[src/aar_consts.svh]
// constants for the acyclic attribute responder
`ifndef AAR_CONSTS_SVH
`define AAR_CONSTS_SVH

// status codes returned per request
`define AAR_ST_SUCCESS       8'h00
`define AAR_ST_PATH_UNKNOWN  8'h05
`define AAR_ST_SVC_UNSUPP    8'h08
`define AAR_ST_BAD_VALUE     8'h09
`define AAR_ST_NOT_SETTABLE  8'h0e
`define AAR_ST_ATTR_UNSUPP   8'h14
`define AAR_ST_NO_OBJECT     8'h16

// service codes
`define AAR_SVC_SET_SINGLE   8'h10
`define AAR_SVC_GET_SINGLE   8'h0e

// vendor object classes
`define AAR_CLASS_FIRST      8'h64
`define AAR_CLASS_LAST       8'h68
`define AAR_CLASS_STATUS     8'h67
`define AAR_CLASS_INFO       8'h68

// the only attribute number served
`define AAR_ATTR_VALUE       8'h64

// status object instances carrying the trip code
`define AAR_INST_TRIP_WARN   8'h73
`define AAR_INST_TRIP_CODE   8'h85

// trip code encoding
`define AAR_TRIP_NONE        8'h00
`define AAR_TRIP_CNT         29
`define AAR_TRIP_W           8
// entry 0 is highest priority, packed low entry in low bits
`define AAR_TRIP_TABLE { \
  8'h7a, 8'h79, 8'h77, 8'h76, 8'h75, 8'h74, 8'h73, 8'h72, 8'h71, 8'h68, \
  8'h66, 8'h65, 8'h4b, 8'h46, 8'h3e, 8'h3d, 8'h3c, 8'h37, 8'h36, 8'h32, \
  8'h1d, 8'h1c, 8'h1a, 8'h19, 8'h18, 8'h17, 8'h15, 8'h14, 8'h0b }

`endif

[src/aar_pkg.sv]
// types for the acyclic attribute responder
package aar_pkg;
  typedef enum logic [2:0] {
    AAR_IDLE,
    AAR_CHECK,
    AAR_READ,
    AAR_WRITE,
    AAR_RESP
  } aar_state_t;
endpackage

[src/aar_trip_if.sv]
// carrier between the responder and its trip encoder
`timescale 1ns/1ps
`include "aar_consts.svh"
interface aar_trip_if;
  logic [`AAR_TRIP_CNT-1:0] flags;
  logic [`AAR_TRIP_W-1:0]   code;
  logic                     tripped;
  modport enc  (input flags, output code, output tripped);
  modport user (output flags, input code, input tripped);
endinterface
[src/aar_responder.sv]
// acyclic get/set attribute responder with pass-through switch
`timescale 1ns/1ps
`include "aar_consts.svh"
module aar_responder
  import aar_pkg::*;
(
  // clock and reset
  input  wire logic        core_clk,
  input  wire logic        rst_n,
  // request from the network controller
  input  wire logic        req_valid,
  output logic             req_ready,
  input  wire logic [7:0]  req_service,
  input  wire logic [7:0]  req_class,
  input  wire logic [7:0]  req_instance,
  input  wire logic [7:0]  req_attr,
  input  wire logic [15:0] req_wdata,
  // response to the network controller
  output logic             rsp_valid,
  output logic [7:0]       rsp_status,
  output logic [15:0]      rsp_rdata,
  // mapped starter registers
  output logic             map_rd,
  output logic             map_wr,
  output logic [15:0]      map_addr,
  output logic [15:0]      map_wdata,
  input  wire logic        map_ack,
  input  wire logic        map_absent,
  input  wire logic        map_read_only,
  input  wire logic [15:0] map_limit,
  input  wire logic [15:0] map_rdata,
  // trip causes from the starter
  input  wire logic [28:0] trip_flags,
  output logic [7:0]       trip_code,
  // switch ports and power
  input  wire logic        ctrl_power_ok,
  input  wire logic        p0_rx_valid,
  input  wire logic [7:0]  p0_rx_data,
  input  wire logic        p1_rx_valid,
  input  wire logic [7:0]  p1_rx_data,
  output logic             p0_tx_valid,
  output logic [7:0]       p0_tx_data,
  output logic             p1_tx_valid,
  output logic [7:0]       p1_tx_data,
  // link status from the phy
  input  wire logic        phy_link_up,
  input  wire logic        phy_speed_100,
  input  wire logic        phy_crossed,
  output logic             link_up,
  output logic             link_speed_100,
  output logic             link_full_duplex,
  output logic             link_mdix,
  // ring
  input  wire logic        ring_beacon,
  output logic             ring_node_active
);
  aar_state_t  state_q;
  logic [7:0]  svc_q;
  logic [7:0]  cls_q;
  logic [7:0]  inst_q;
  logic [7:0]  attr_q;
  logic [15:0] wdata_q;
  logic [7:0]  status_q;
  logic [15:0] rdata_q;
  logic        is_set;
  logic        is_get;
  logic        cls_ok;
  logic        trip_inst;
  logic [7:0]  pre_status;

  aar_trip_if trip_bus ();

  aar_trip_enc u_trip_enc (
    .core_clk (core_clk),
    .rst_n    (rst_n),
    .trip     (trip_bus.enc)
  );

  assign trip_bus.flags = trip_flags;
  assign trip_code      = trip_bus.code;

  assign is_set    = (svc_q == `AAR_SVC_SET_SINGLE);
  assign is_get    = (svc_q == `AAR_SVC_GET_SINGLE);
  assign cls_ok    = (cls_q >= `AAR_CLASS_FIRST) && (cls_q <= `AAR_CLASS_LAST);
  assign trip_inst = (cls_q == `AAR_CLASS_STATUS)
                   && ((inst_q == `AAR_INST_TRIP_WARN) || (inst_q == `AAR_INST_TRIP_CODE));

  always_comb
  begin
    if (!cls_ok)
      pre_status = `AAR_ST_NO_OBJECT;
    else if (!is_set && !is_get)
      pre_status = `AAR_ST_SVC_UNSUPP;
    else if (attr_q != `AAR_ATTR_VALUE)
      pre_status = `AAR_ST_ATTR_UNSUPP;
    // info class and the two trip instances of the status class never take writes
    else if (is_set && ((cls_q == `AAR_CLASS_INFO) || trip_inst))
      pre_status = `AAR_ST_NOT_SETTABLE;
    else
      pre_status = `AAR_ST_SUCCESS;
  end

  assign req_ready = (state_q == AAR_IDLE);

  // request sequencing
  always_ff @(posedge core_clk or negedge rst_n)
  begin
    if (!rst_n)
    begin
      state_q  <= AAR_IDLE;
      svc_q    <= 8'h00;
      cls_q    <= 8'h00;
      inst_q   <= 8'h00;
      attr_q   <= 8'h00;
      wdata_q  <= 16'h0000;
      status_q <= `AAR_ST_SUCCESS;
      rdata_q  <= 16'h0000;
    end
    else
    begin
      case (state_q)
        AAR_IDLE:
        begin
          if (req_valid)
          begin
            svc_q   <= req_service;
            cls_q   <= req_class;
            inst_q  <= req_instance;
            attr_q  <= req_attr;
            wdata_q <= req_wdata;
            state_q <= AAR_CHECK;
          end
        end
        AAR_CHECK:
        begin
          rdata_q <= 16'h0000;
          if (pre_status != `AAR_ST_SUCCESS)
          begin
            status_q <= pre_status;
            state_q  <= AAR_RESP;
          end
          else if (trip_inst)
          begin
            status_q <= `AAR_ST_SUCCESS;
            rdata_q  <= {8'h00, trip_bus.code};
            state_q  <= AAR_RESP;
          end
          else
            state_q <= AAR_READ;
        end
        AAR_READ:
        begin
          if (map_ack)
          begin
            if (map_absent)
            begin
              status_q <= `AAR_ST_PATH_UNKNOWN;
              state_q  <= AAR_RESP;
            end
            else if (is_get)
            begin
              status_q <= `AAR_ST_SUCCESS;
              rdata_q  <= map_rdata;
              state_q  <= AAR_RESP;
            end
            else if (map_read_only)
            begin
              status_q <= `AAR_ST_NOT_SETTABLE;
              state_q  <= AAR_RESP;
            end
            else if (wdata_q > map_limit)
            begin
              status_q <= `AAR_ST_BAD_VALUE;
              state_q  <= AAR_RESP;
            end
            else
              state_q <= AAR_WRITE;
          end
        end
        AAR_WRITE:
        begin
          if (map_ack)
          begin
            status_q <= `AAR_ST_SUCCESS;
            state_q  <= AAR_RESP;
          end
        end
        AAR_RESP:
          state_q <= AAR_IDLE;
        default:
          state_q <= AAR_IDLE;
      endcase
    end
  end

  // mapped register strobes hold until acknowledged
  assign map_rd    = (state_q == AAR_READ);
  assign map_wr    = (state_q == AAR_WRITE);
  assign map_addr  = {cls_q, inst_q};
  assign map_wdata = wdata_q;

  assign rsp_valid  = (state_q == AAR_RESP);
  assign rsp_status = status_q;
  assign rsp_rdata  = rdata_q;

  always_ff @(posedge core_clk or negedge rst_n)
  begin
    if (!rst_n)
    begin
      p0_tx_valid <= 1'b0;
      p0_tx_data  <= 8'h00;
      p1_tx_valid <= 1'b0;
      p1_tx_data  <= 8'h00;
    end
    else
    begin
      p1_tx_valid <= p0_rx_valid & ctrl_power_ok;
      p1_tx_data  <= p0_rx_data;
      p0_tx_valid <= p1_rx_valid & ctrl_power_ok;
      p0_tx_data  <= p1_rx_data;
    end
  end

  always_ff @(posedge core_clk or negedge rst_n)
  begin
    if (!rst_n)
    begin
      link_up        <= 1'b0;
      link_speed_100 <= 1'b0;
      link_mdix      <= 1'b0;
    end
    else
    begin
      link_up        <= phy_link_up;
      link_speed_100 <= phy_link_up & phy_speed_100;
      link_mdix      <= phy_link_up & phy_crossed;
    end
  end

  // half duplex is never offered
  assign link_full_duplex = 1'b1;

  always_ff @(posedge core_clk or negedge rst_n)
  begin
    if (!rst_n)
      ring_node_active <= 1'b0;
    else
      ring_node_active <= ring_beacon & ctrl_power_ok & phy_link_up;
  end
endmodule

[src/aar_trip_enc.sv]
// priority encoder from trip cause flags to numeric trip code
`timescale 1ns/1ps
`include "aar_consts.svh"
module aar_trip_enc
  import aar_pkg::*;
(
  // clock and reset
  input wire logic     core_clk,
  input wire logic     rst_n,
  // trip causes in, code out
  aar_trip_if.enc      trip
);
  localparam logic [`AAR_TRIP_CNT*`AAR_TRIP_W-1:0] TABLE = `AAR_TRIP_TABLE;

  logic [`AAR_TRIP_CNT-1:0] hit;
  logic [`AAR_TRIP_W-1:0]   part [`AAR_TRIP_CNT];
  logic [`AAR_TRIP_W-1:0]   code_d;
  logic [`AAR_TRIP_W-1:0]   code_q;

  // lowest entry wins when several causes are active
  genvar i;
  generate
    for (i = 0; i < `AAR_TRIP_CNT; i++)
    begin : g_entry
      if (i == 0)
      begin : g_first
        assign hit[i] = trip.flags[i];
      end
      else
      begin : g_rest
        assign hit[i] = trip.flags[i] & ~(|trip.flags[i-1:0]);
      end
      assign part[i] = hit[i] ? TABLE[i*`AAR_TRIP_W +: `AAR_TRIP_W] : `AAR_TRIP_NONE;
    end
  endgenerate

  always_comb
  begin
    code_d = `AAR_TRIP_NONE;
    for (int k = 0; k < `AAR_TRIP_CNT; k++)
      code_d = code_d | part[k];
  end

  always_ff @(posedge core_clk or negedge rst_n)
  begin
    if (!rst_n)
      code_q <= `AAR_TRIP_NONE;
    else
      code_q <= code_d;
  end

  assign trip.code    = code_q;
  assign trip.tripped = (code_q != `AAR_TRIP_NONE);
endmodule

[config.mk]
export PLATFORM = sky130hd
export DESIGN_NAME = aar_responder
export DESIGN_NICKNAME = d
export VERILOG_FILES = /design/src/aar_pkg.sv /design/src/aar_trip_if.sv /design/src/aar_responder.sv /design/src/aar_trip_enc.sv
export VERILOG_INCLUDE_DIRS = /design/src
export SDC_FILE = /design/constraint.sdc
export NUM_CORES = 1
export LEC_CHECK = 0
export BUFFER_PORTS_ARGS = -buffer_cell sky130_fd_sc_hd__buf_2
export CAP_MARGIN = 25
export CORE_MARGIN = 5
export CORE_UTILIZATION = 42
export CTS_CLUSTER_DIAMETER = 120
export DETAILED_ROUTE_END_ITERATION = 10
export PLACE_DENSITY = 0.77
export SYNTH_ARGS = -nofsm -noshare
export SYNTH_HDL_FRONTEND = slang
export SYNTH_SLANG_ARGS = --single-unit
[constraint.sdc]
create_clock -name core_clk -period 2.7 [get_ports core_clk]
set_clock_uncertainty 0.2 [all_clocks]
set_input_delay 0.135 -clock core_clk [delete_from_list [all_inputs] [get_ports core_clk]]
set_output_delay 0.135 -clock core_clk [all_outputs]
set_load 0.02 [all_outputs]
### After elaboration in Yosys (flattened, before gate mapping)

Cells that the tools add are included.

* mux-type cells: 58
* eq/ne operators: 18
* order comparisons: 3
* reductions and logical operators: 43
* bitwise gates (word level): 90

Operators by type and width (number)
* bitwise OR 8 bit: 28
* 2-to-1 mux 7 bit: 14
* 2-to-1 mux 8 bit: 12
* 2-to-1 mux 16 bit: 3
* 2-to-1 mux 5 bit: 9
* 2-to-1 mux 6 bit: 6
* bitwise AND 1 bit: 34
* one-hot mux 16 bit (2 select lines): 1
* NOT 1 bit: 28
* OR reduction 28 bit: 1
* 2-to-1 mux 3 bit: 9
* OR reduction 27 bit: 1
* OR reduction 26 bit: 1
* OR reduction 25 bit: 1
* == test 8 x 7 -> 1 bit, second input constant: 3
* one-hot mux 8 bit (3 select lines): 1
* OR reduction 24 bit: 1
* OR reduction 23 bit: 1
* OR reduction 22 bit: 1
* OR reduction 21 bit: 1
* OR reduction 20 bit: 1
* OR reduction 19 bit: 1
* OR reduction 18 bit: 1
* OR reduction 17 bit: 1
* 42 further kinds: 52

* flip-flop bits (word level): 105
* word-level logic and storage cells: 229
* input port bits: 138

### Logic depth before layout (Yosys ltp)

* word-level depth: 31
* mapped depth: 9

### Cells and area by module

From an unflattened synthesis, not the netlist that was laid out.

* cells, all modules: 430
* area, all modules: 4869.7 um2

By module, submodules not included
* aar_responder: area an instance 4211.5 um2, instances 1, cells an instance 344
* aar_trip_enc: area an instance 658.1 um2, instances 1, cells an instance 86

### Worst setup path after synthesis

OpenSTA, ideal clock, no wires.

* path kind: reg2reg
* from: register inst_q[1]
* to: register status_q[0], in the netlist rsp_status[0]
* data required time: 2.375 ns
* arrival time: 2.375 ns
* setup slack: 0.000 ns
* stages on the path, launching flop included: 8
* buffers on the path: 0
* period minus slack after synthesis: 2.700 ns
* path through: dfrtp_1 -> or4b_2 -> o22ai_1 -> a21oi_1 -> nor2_1 -> o41ai_1 -> nor2_1 -> mux2_2

* cells in the longest elaborated chain, start to end: 12

RTL lines
* start: declaration: line aar_responder.sv:60 `logic [7:0] inst_q;`
* start signal: assignment: line aar_responder.sv:128 `inst_q <= req_instance;`
* == test 8 x 7 -> 1 bit (no line) or == test 8 bit (tied branches)
* logical OR 1 bit *: line aar_responder.sv:86 `` && ((inst_q == `AAR_INST_TRIP_WARN) || (inst_q == `AAR_INST_TRIP_CODE)); ``
* logical AND 1 bit *: line aar_responder.sv:85 `` assign trip_inst = (cls_q == `AAR_CLASS_STATUS) ``
* logical OR 1 bit: line aar_responder.sv:97 `` else if (is_set && ((cls_q == `AAR_CLASS_INFO) || trip_inst)) ``
* logical AND 1 bit: line aar_responder.sv:97
* 2-to-1 mux 4 bit: line aar_responder.sv:97
* 2-to-1 mux 5 bit: line aar_responder.sv:94 `` else if (attr_q != `AAR_ATTR_VALUE) ``
* 2-to-1 mux 8 bit: line aar_responder.sv:92 `else if (!is_set && !is_get)`
* 2-to-1 mux 8 bit: line aar_responder.sv:90 `if (!cls_ok)`
* nonzero test 8 bit (no line)
* != test 3 bit (no line) or 2-to-1 mux 8 bit (tied branches)
* AND reduction 5 bit (no line) or one-hot mux 8 bit (3 select lines) (tied branches)
* end signal: assignment: line aar_responder.sv:116 `` status_q <= `AAR_ST_SUCCESS; ``
* end signal: assignment: line aar_responder.sv:139 `status_q <= pre_status;`
* end signal: assignment: line aar_responder.sv:144 `` status_q <= `AAR_ST_SUCCESS; ``
* end: declaration: line aar_responder.sv:63 `logic [7:0] status_q;`

Every way passes the cells marked *; elsewhere a longest branch is shown, timed or not.
A chain may end at the register's enable or synchronous reset.

### Worst setup path in the final report

* from: register inst_q[1]
* to: register status_q[3], in the netlist rsp_status[3]

The elaborated chain is that of the path after synthesis.

==> results.py <==
metrics = {
    "routing": {
        "antenna_left": 0,
        "avgViaCountPerCell": 4.999,
        "wl_mm": 14.76,
        "drc": 0,
        "dr.pass1.iters": 5,
        "wl_per_cell_microns": 16.13,
        "dr_total_vias": 4574,
        "drt_iter0_markers": 195,
    },
    "timing": {
        "period_share": 0.9289,
        "period_minus_slack_ps": 2508,
        "max_freq_mhz": 398.7,
        "drv_slew": 0,
        "setup_viol": 0,
        "rsz0062_at_grt": "false",
        "slew_headroom": 0.5723,
        "final_hold_viol_count": 0,
        "worstMarginPinSlew_ps": 641.5,
    },
    "synth": {
        "synth-main-ff-cell": "dfrtp_1",
        "syn_inst": 430,
        "async_flop_share": 1.000,
        "yosysUniqueCellTypes": 44,
        "syn_area_per_cell_sq_um": 10.93,
        "seq_area_frac_synth": 0.5378,
        "syn_area_sq_mm": 0.004700,
        "ys_ff_latch": 101,
        "synth_edf_count": 0,
        "yosysWarningCount": 0,
    },
    "placement": {
        "gp_congestion": 0.8863,
        "dp.cells": 793,
        "dp_hpwl_mm": 10.15,
        "portBuffers": 223,
    },
    "clock_tree": {
        "cts_tree": "yes",
        "postCtsSetupBuffers": 0,
        "clkLatencyLatePin_ps": 360,
        "cts_buffers": 9,
        "cts.path.max_buffers": 2,
        "clk_pin_slew_ps": 110,
        "htree_levels": 3,
        "cts_root_buf": "clkbuf_8",
        "clock-sinks": 101,
    },
    "critical_path": {
        "worstSetupStartpointType": "flip-flop",
        "cp_data_required_time_ps": 2810,
        "crit_fanout": 5,
        "cp_data_arrival_time_ps": 2620,
        "endpoint_kind": "flip-flop",
        "path_class": "reg -> reg",
    },
    "global_route": {
        "grtUsageTotal": 0.2211,
        "overflow": 0,
        "grt_pass1_vias": 4908,
        "grt_max_degree": 52,
        "grt_pass1_wl_mm": 23.37,
        "antenna_found_initial": 0,
    },
    "finish": {
        "fin_nets": 924,
        "num_antenna_cells": 0,
        "syn_to_final_growth_pct": 56.44,
        "instances_no_fill": 915,
        "drive_gt1_frac": 0.4090,
        "fill_cells": 775,
    },
    "floorplan": {
        "die_h_microns": 115.8,
        "ios": 229,
        "die-area_sq_mm": 0.01341,
        "start_util": 0.4316,
        "rows": 38,
        "fp.dieW_microns": 115.8,
        "core_sq_mm": 0.01089,
    },
    "pwr": {
        "p_total_mw": 4.219,
        "p_leak_nw": 3.554,
        "powerDensity_mw_per_mm2": 573.9,
        "ir_drop_mv": 0.4522,
    },
    "outcome": {
        "status": "completed",
    },
    "worst_hold_path": {
        "worstHoldPathType": "in -> reg",
    },
    "flow_run": {
        "cap_violations": 0,
    },
}
-- layer usage --
metal,vias up,track usage,routed length (microns)
met4,0,0.08430,421
met1,2158,0.2548,5629
met3,35,0.06214,1099
li1,2198,-,-
met5,-,0,0
met2,183,0.3905,7606
-- registers in the layout (all words and copies together), names as in the netlist, 8 cells and up --
signal and count:
map_wdata 16, rsp_rdata 16, attr_q 8, cls_q 8, inst_q 8, p0_tx_data 8
p1_tx_data 8, svc_q 8
-- logic make-up after synthesis --
family | Yosys count | share of synthesized area
other cells | 2 | 0.001598
buf+inv | 49 | 0.04340
simple gates | 129 | 0.1494
mux | 51 | 0.1222
fa+ha+maj | 16 | 0.04260
compound gates | 82 | 0.1030
flops | 101 | 0.5378
-- layout by cell type, fill, tap and decap left out, types with 14 or more instances in the layout --
| master | synthesis | layout |
|---|---|---|
| a21oi_1 | 31 | 30 |
| buf_2 | 1 | 222 |
| dfrtp_1 | 101 | 101 |
| dlygate4sd3_1 | 0 | 106 |
| ha_1 | 16 | 16 |
| inv_1 | 31 | 31 |
| mux2_2 | 51 | 51 |
| nand3_1 | 14 | 14 |
| nor2_1 | 38 | 37 |
| nor3_1 | 16 | 15 |
| o21ai_0 | 22 | 22 |
-- per-stage QoR --
step                      hold WS (ps)  setup WS (ps)  area (sq um)    util  TNS [ps]
after floorplan                 -360.6         0.1810          4711       -         0
after global placement          -7.078          65.59          6076  0.5580         0
after detailed placement        -1.324         -16.48          6076  0.5580    -16.48
after CTS                        26.20          26.44          7325  0.6727         0
after global routing             31.33          5.835          7352  0.6752         0
final                            51.70          192.0          7352  0.6752         0
-- cell type report --
cell class	instances	area (sq um)	share of cell area
inverters	31	116.4	0.01583
flip-flops and latches	101	2527	0.3438
clock buffers	9	123.9	0.01685
repair buffers	344	2330	0.3169
multi-input cells	283	2016	0.2742
well taps	140	175.2	0.02383
clock inverters	7	63.81	0.008679
-- final timing paths --
| path | depth (start not counted) | slack, ps | start | endpoint |
|---|---|---|---|---|
| max in group asynchronous | 3 | 1430 | rst_n | rsp_rdata[10] |
| hold reg to reg | 1 | 310 | rsp_status[3] | rsp_status[3] |
| setup reg to reg | 8 | 190 | inst_q[1] | rsp_status[3] |
| setup / recovery | 8 | 190 | inst_q[1] | rsp_status[3] |
| hold / removal | 4 | 50 | trip_flags[28] | u_trip_enc.trip.code[3] |
| min in group asynchronous | 2 | 140 | rst_n | p0_tx_data[1] |
-- repair_timing --
| item | 4_1_cts | 5_1_grt |
|---|---|---|
| endpoints found under the setup margin | 0 | 6 |
| gates resized for setup | 0 | 5 |
| endpoints found under the hold margin | 145 | 0 |
| hold buffers | 106 | 0 |
-- critical path, stage by stage, from the launching register on --
cell and delay, ps:
dfrtp_1 390, or4b_2 680, o22ai_2 180, a21oi_1 90, nor2_1 180, buf_4 170, a21oi_1 70, o31ai_1 280
mux2_2 210
-- power by group --
group          switching, mW  internal [mW]
clock                  0.565          0.360
combinational          0.711          0.639
sequential             0.183           1.76
-- cells in the mapped netlist (4+ instances only) --
cell type    n  area share
a211oi_1     4      0.0064
a21oi_1     31       0.033
a22oi_1      7       0.011
and2_1       5      0.0067
buf_4        5      0.0080
clkbuf_1    11      0.0088
dfrtp_1    101        0.54
ha_1        16       0.043
inv_1       31       0.025
mux2_2      51        0.12
nand2_1     11      0.0088
nand2b_1     7      0.0093
nand3_1     14       0.015
nor2_1      38       0.030
nor2b_1      5      0.0067
nor3_1      16       0.017
nor4_1       6      0.0080
o21ai_0     22       0.023
o22ai_1      5      0.0067
o31ai_1      4      0.0064
or3_4        4      0.0096
Note: power is estimated with default switching activity, not from simulation.
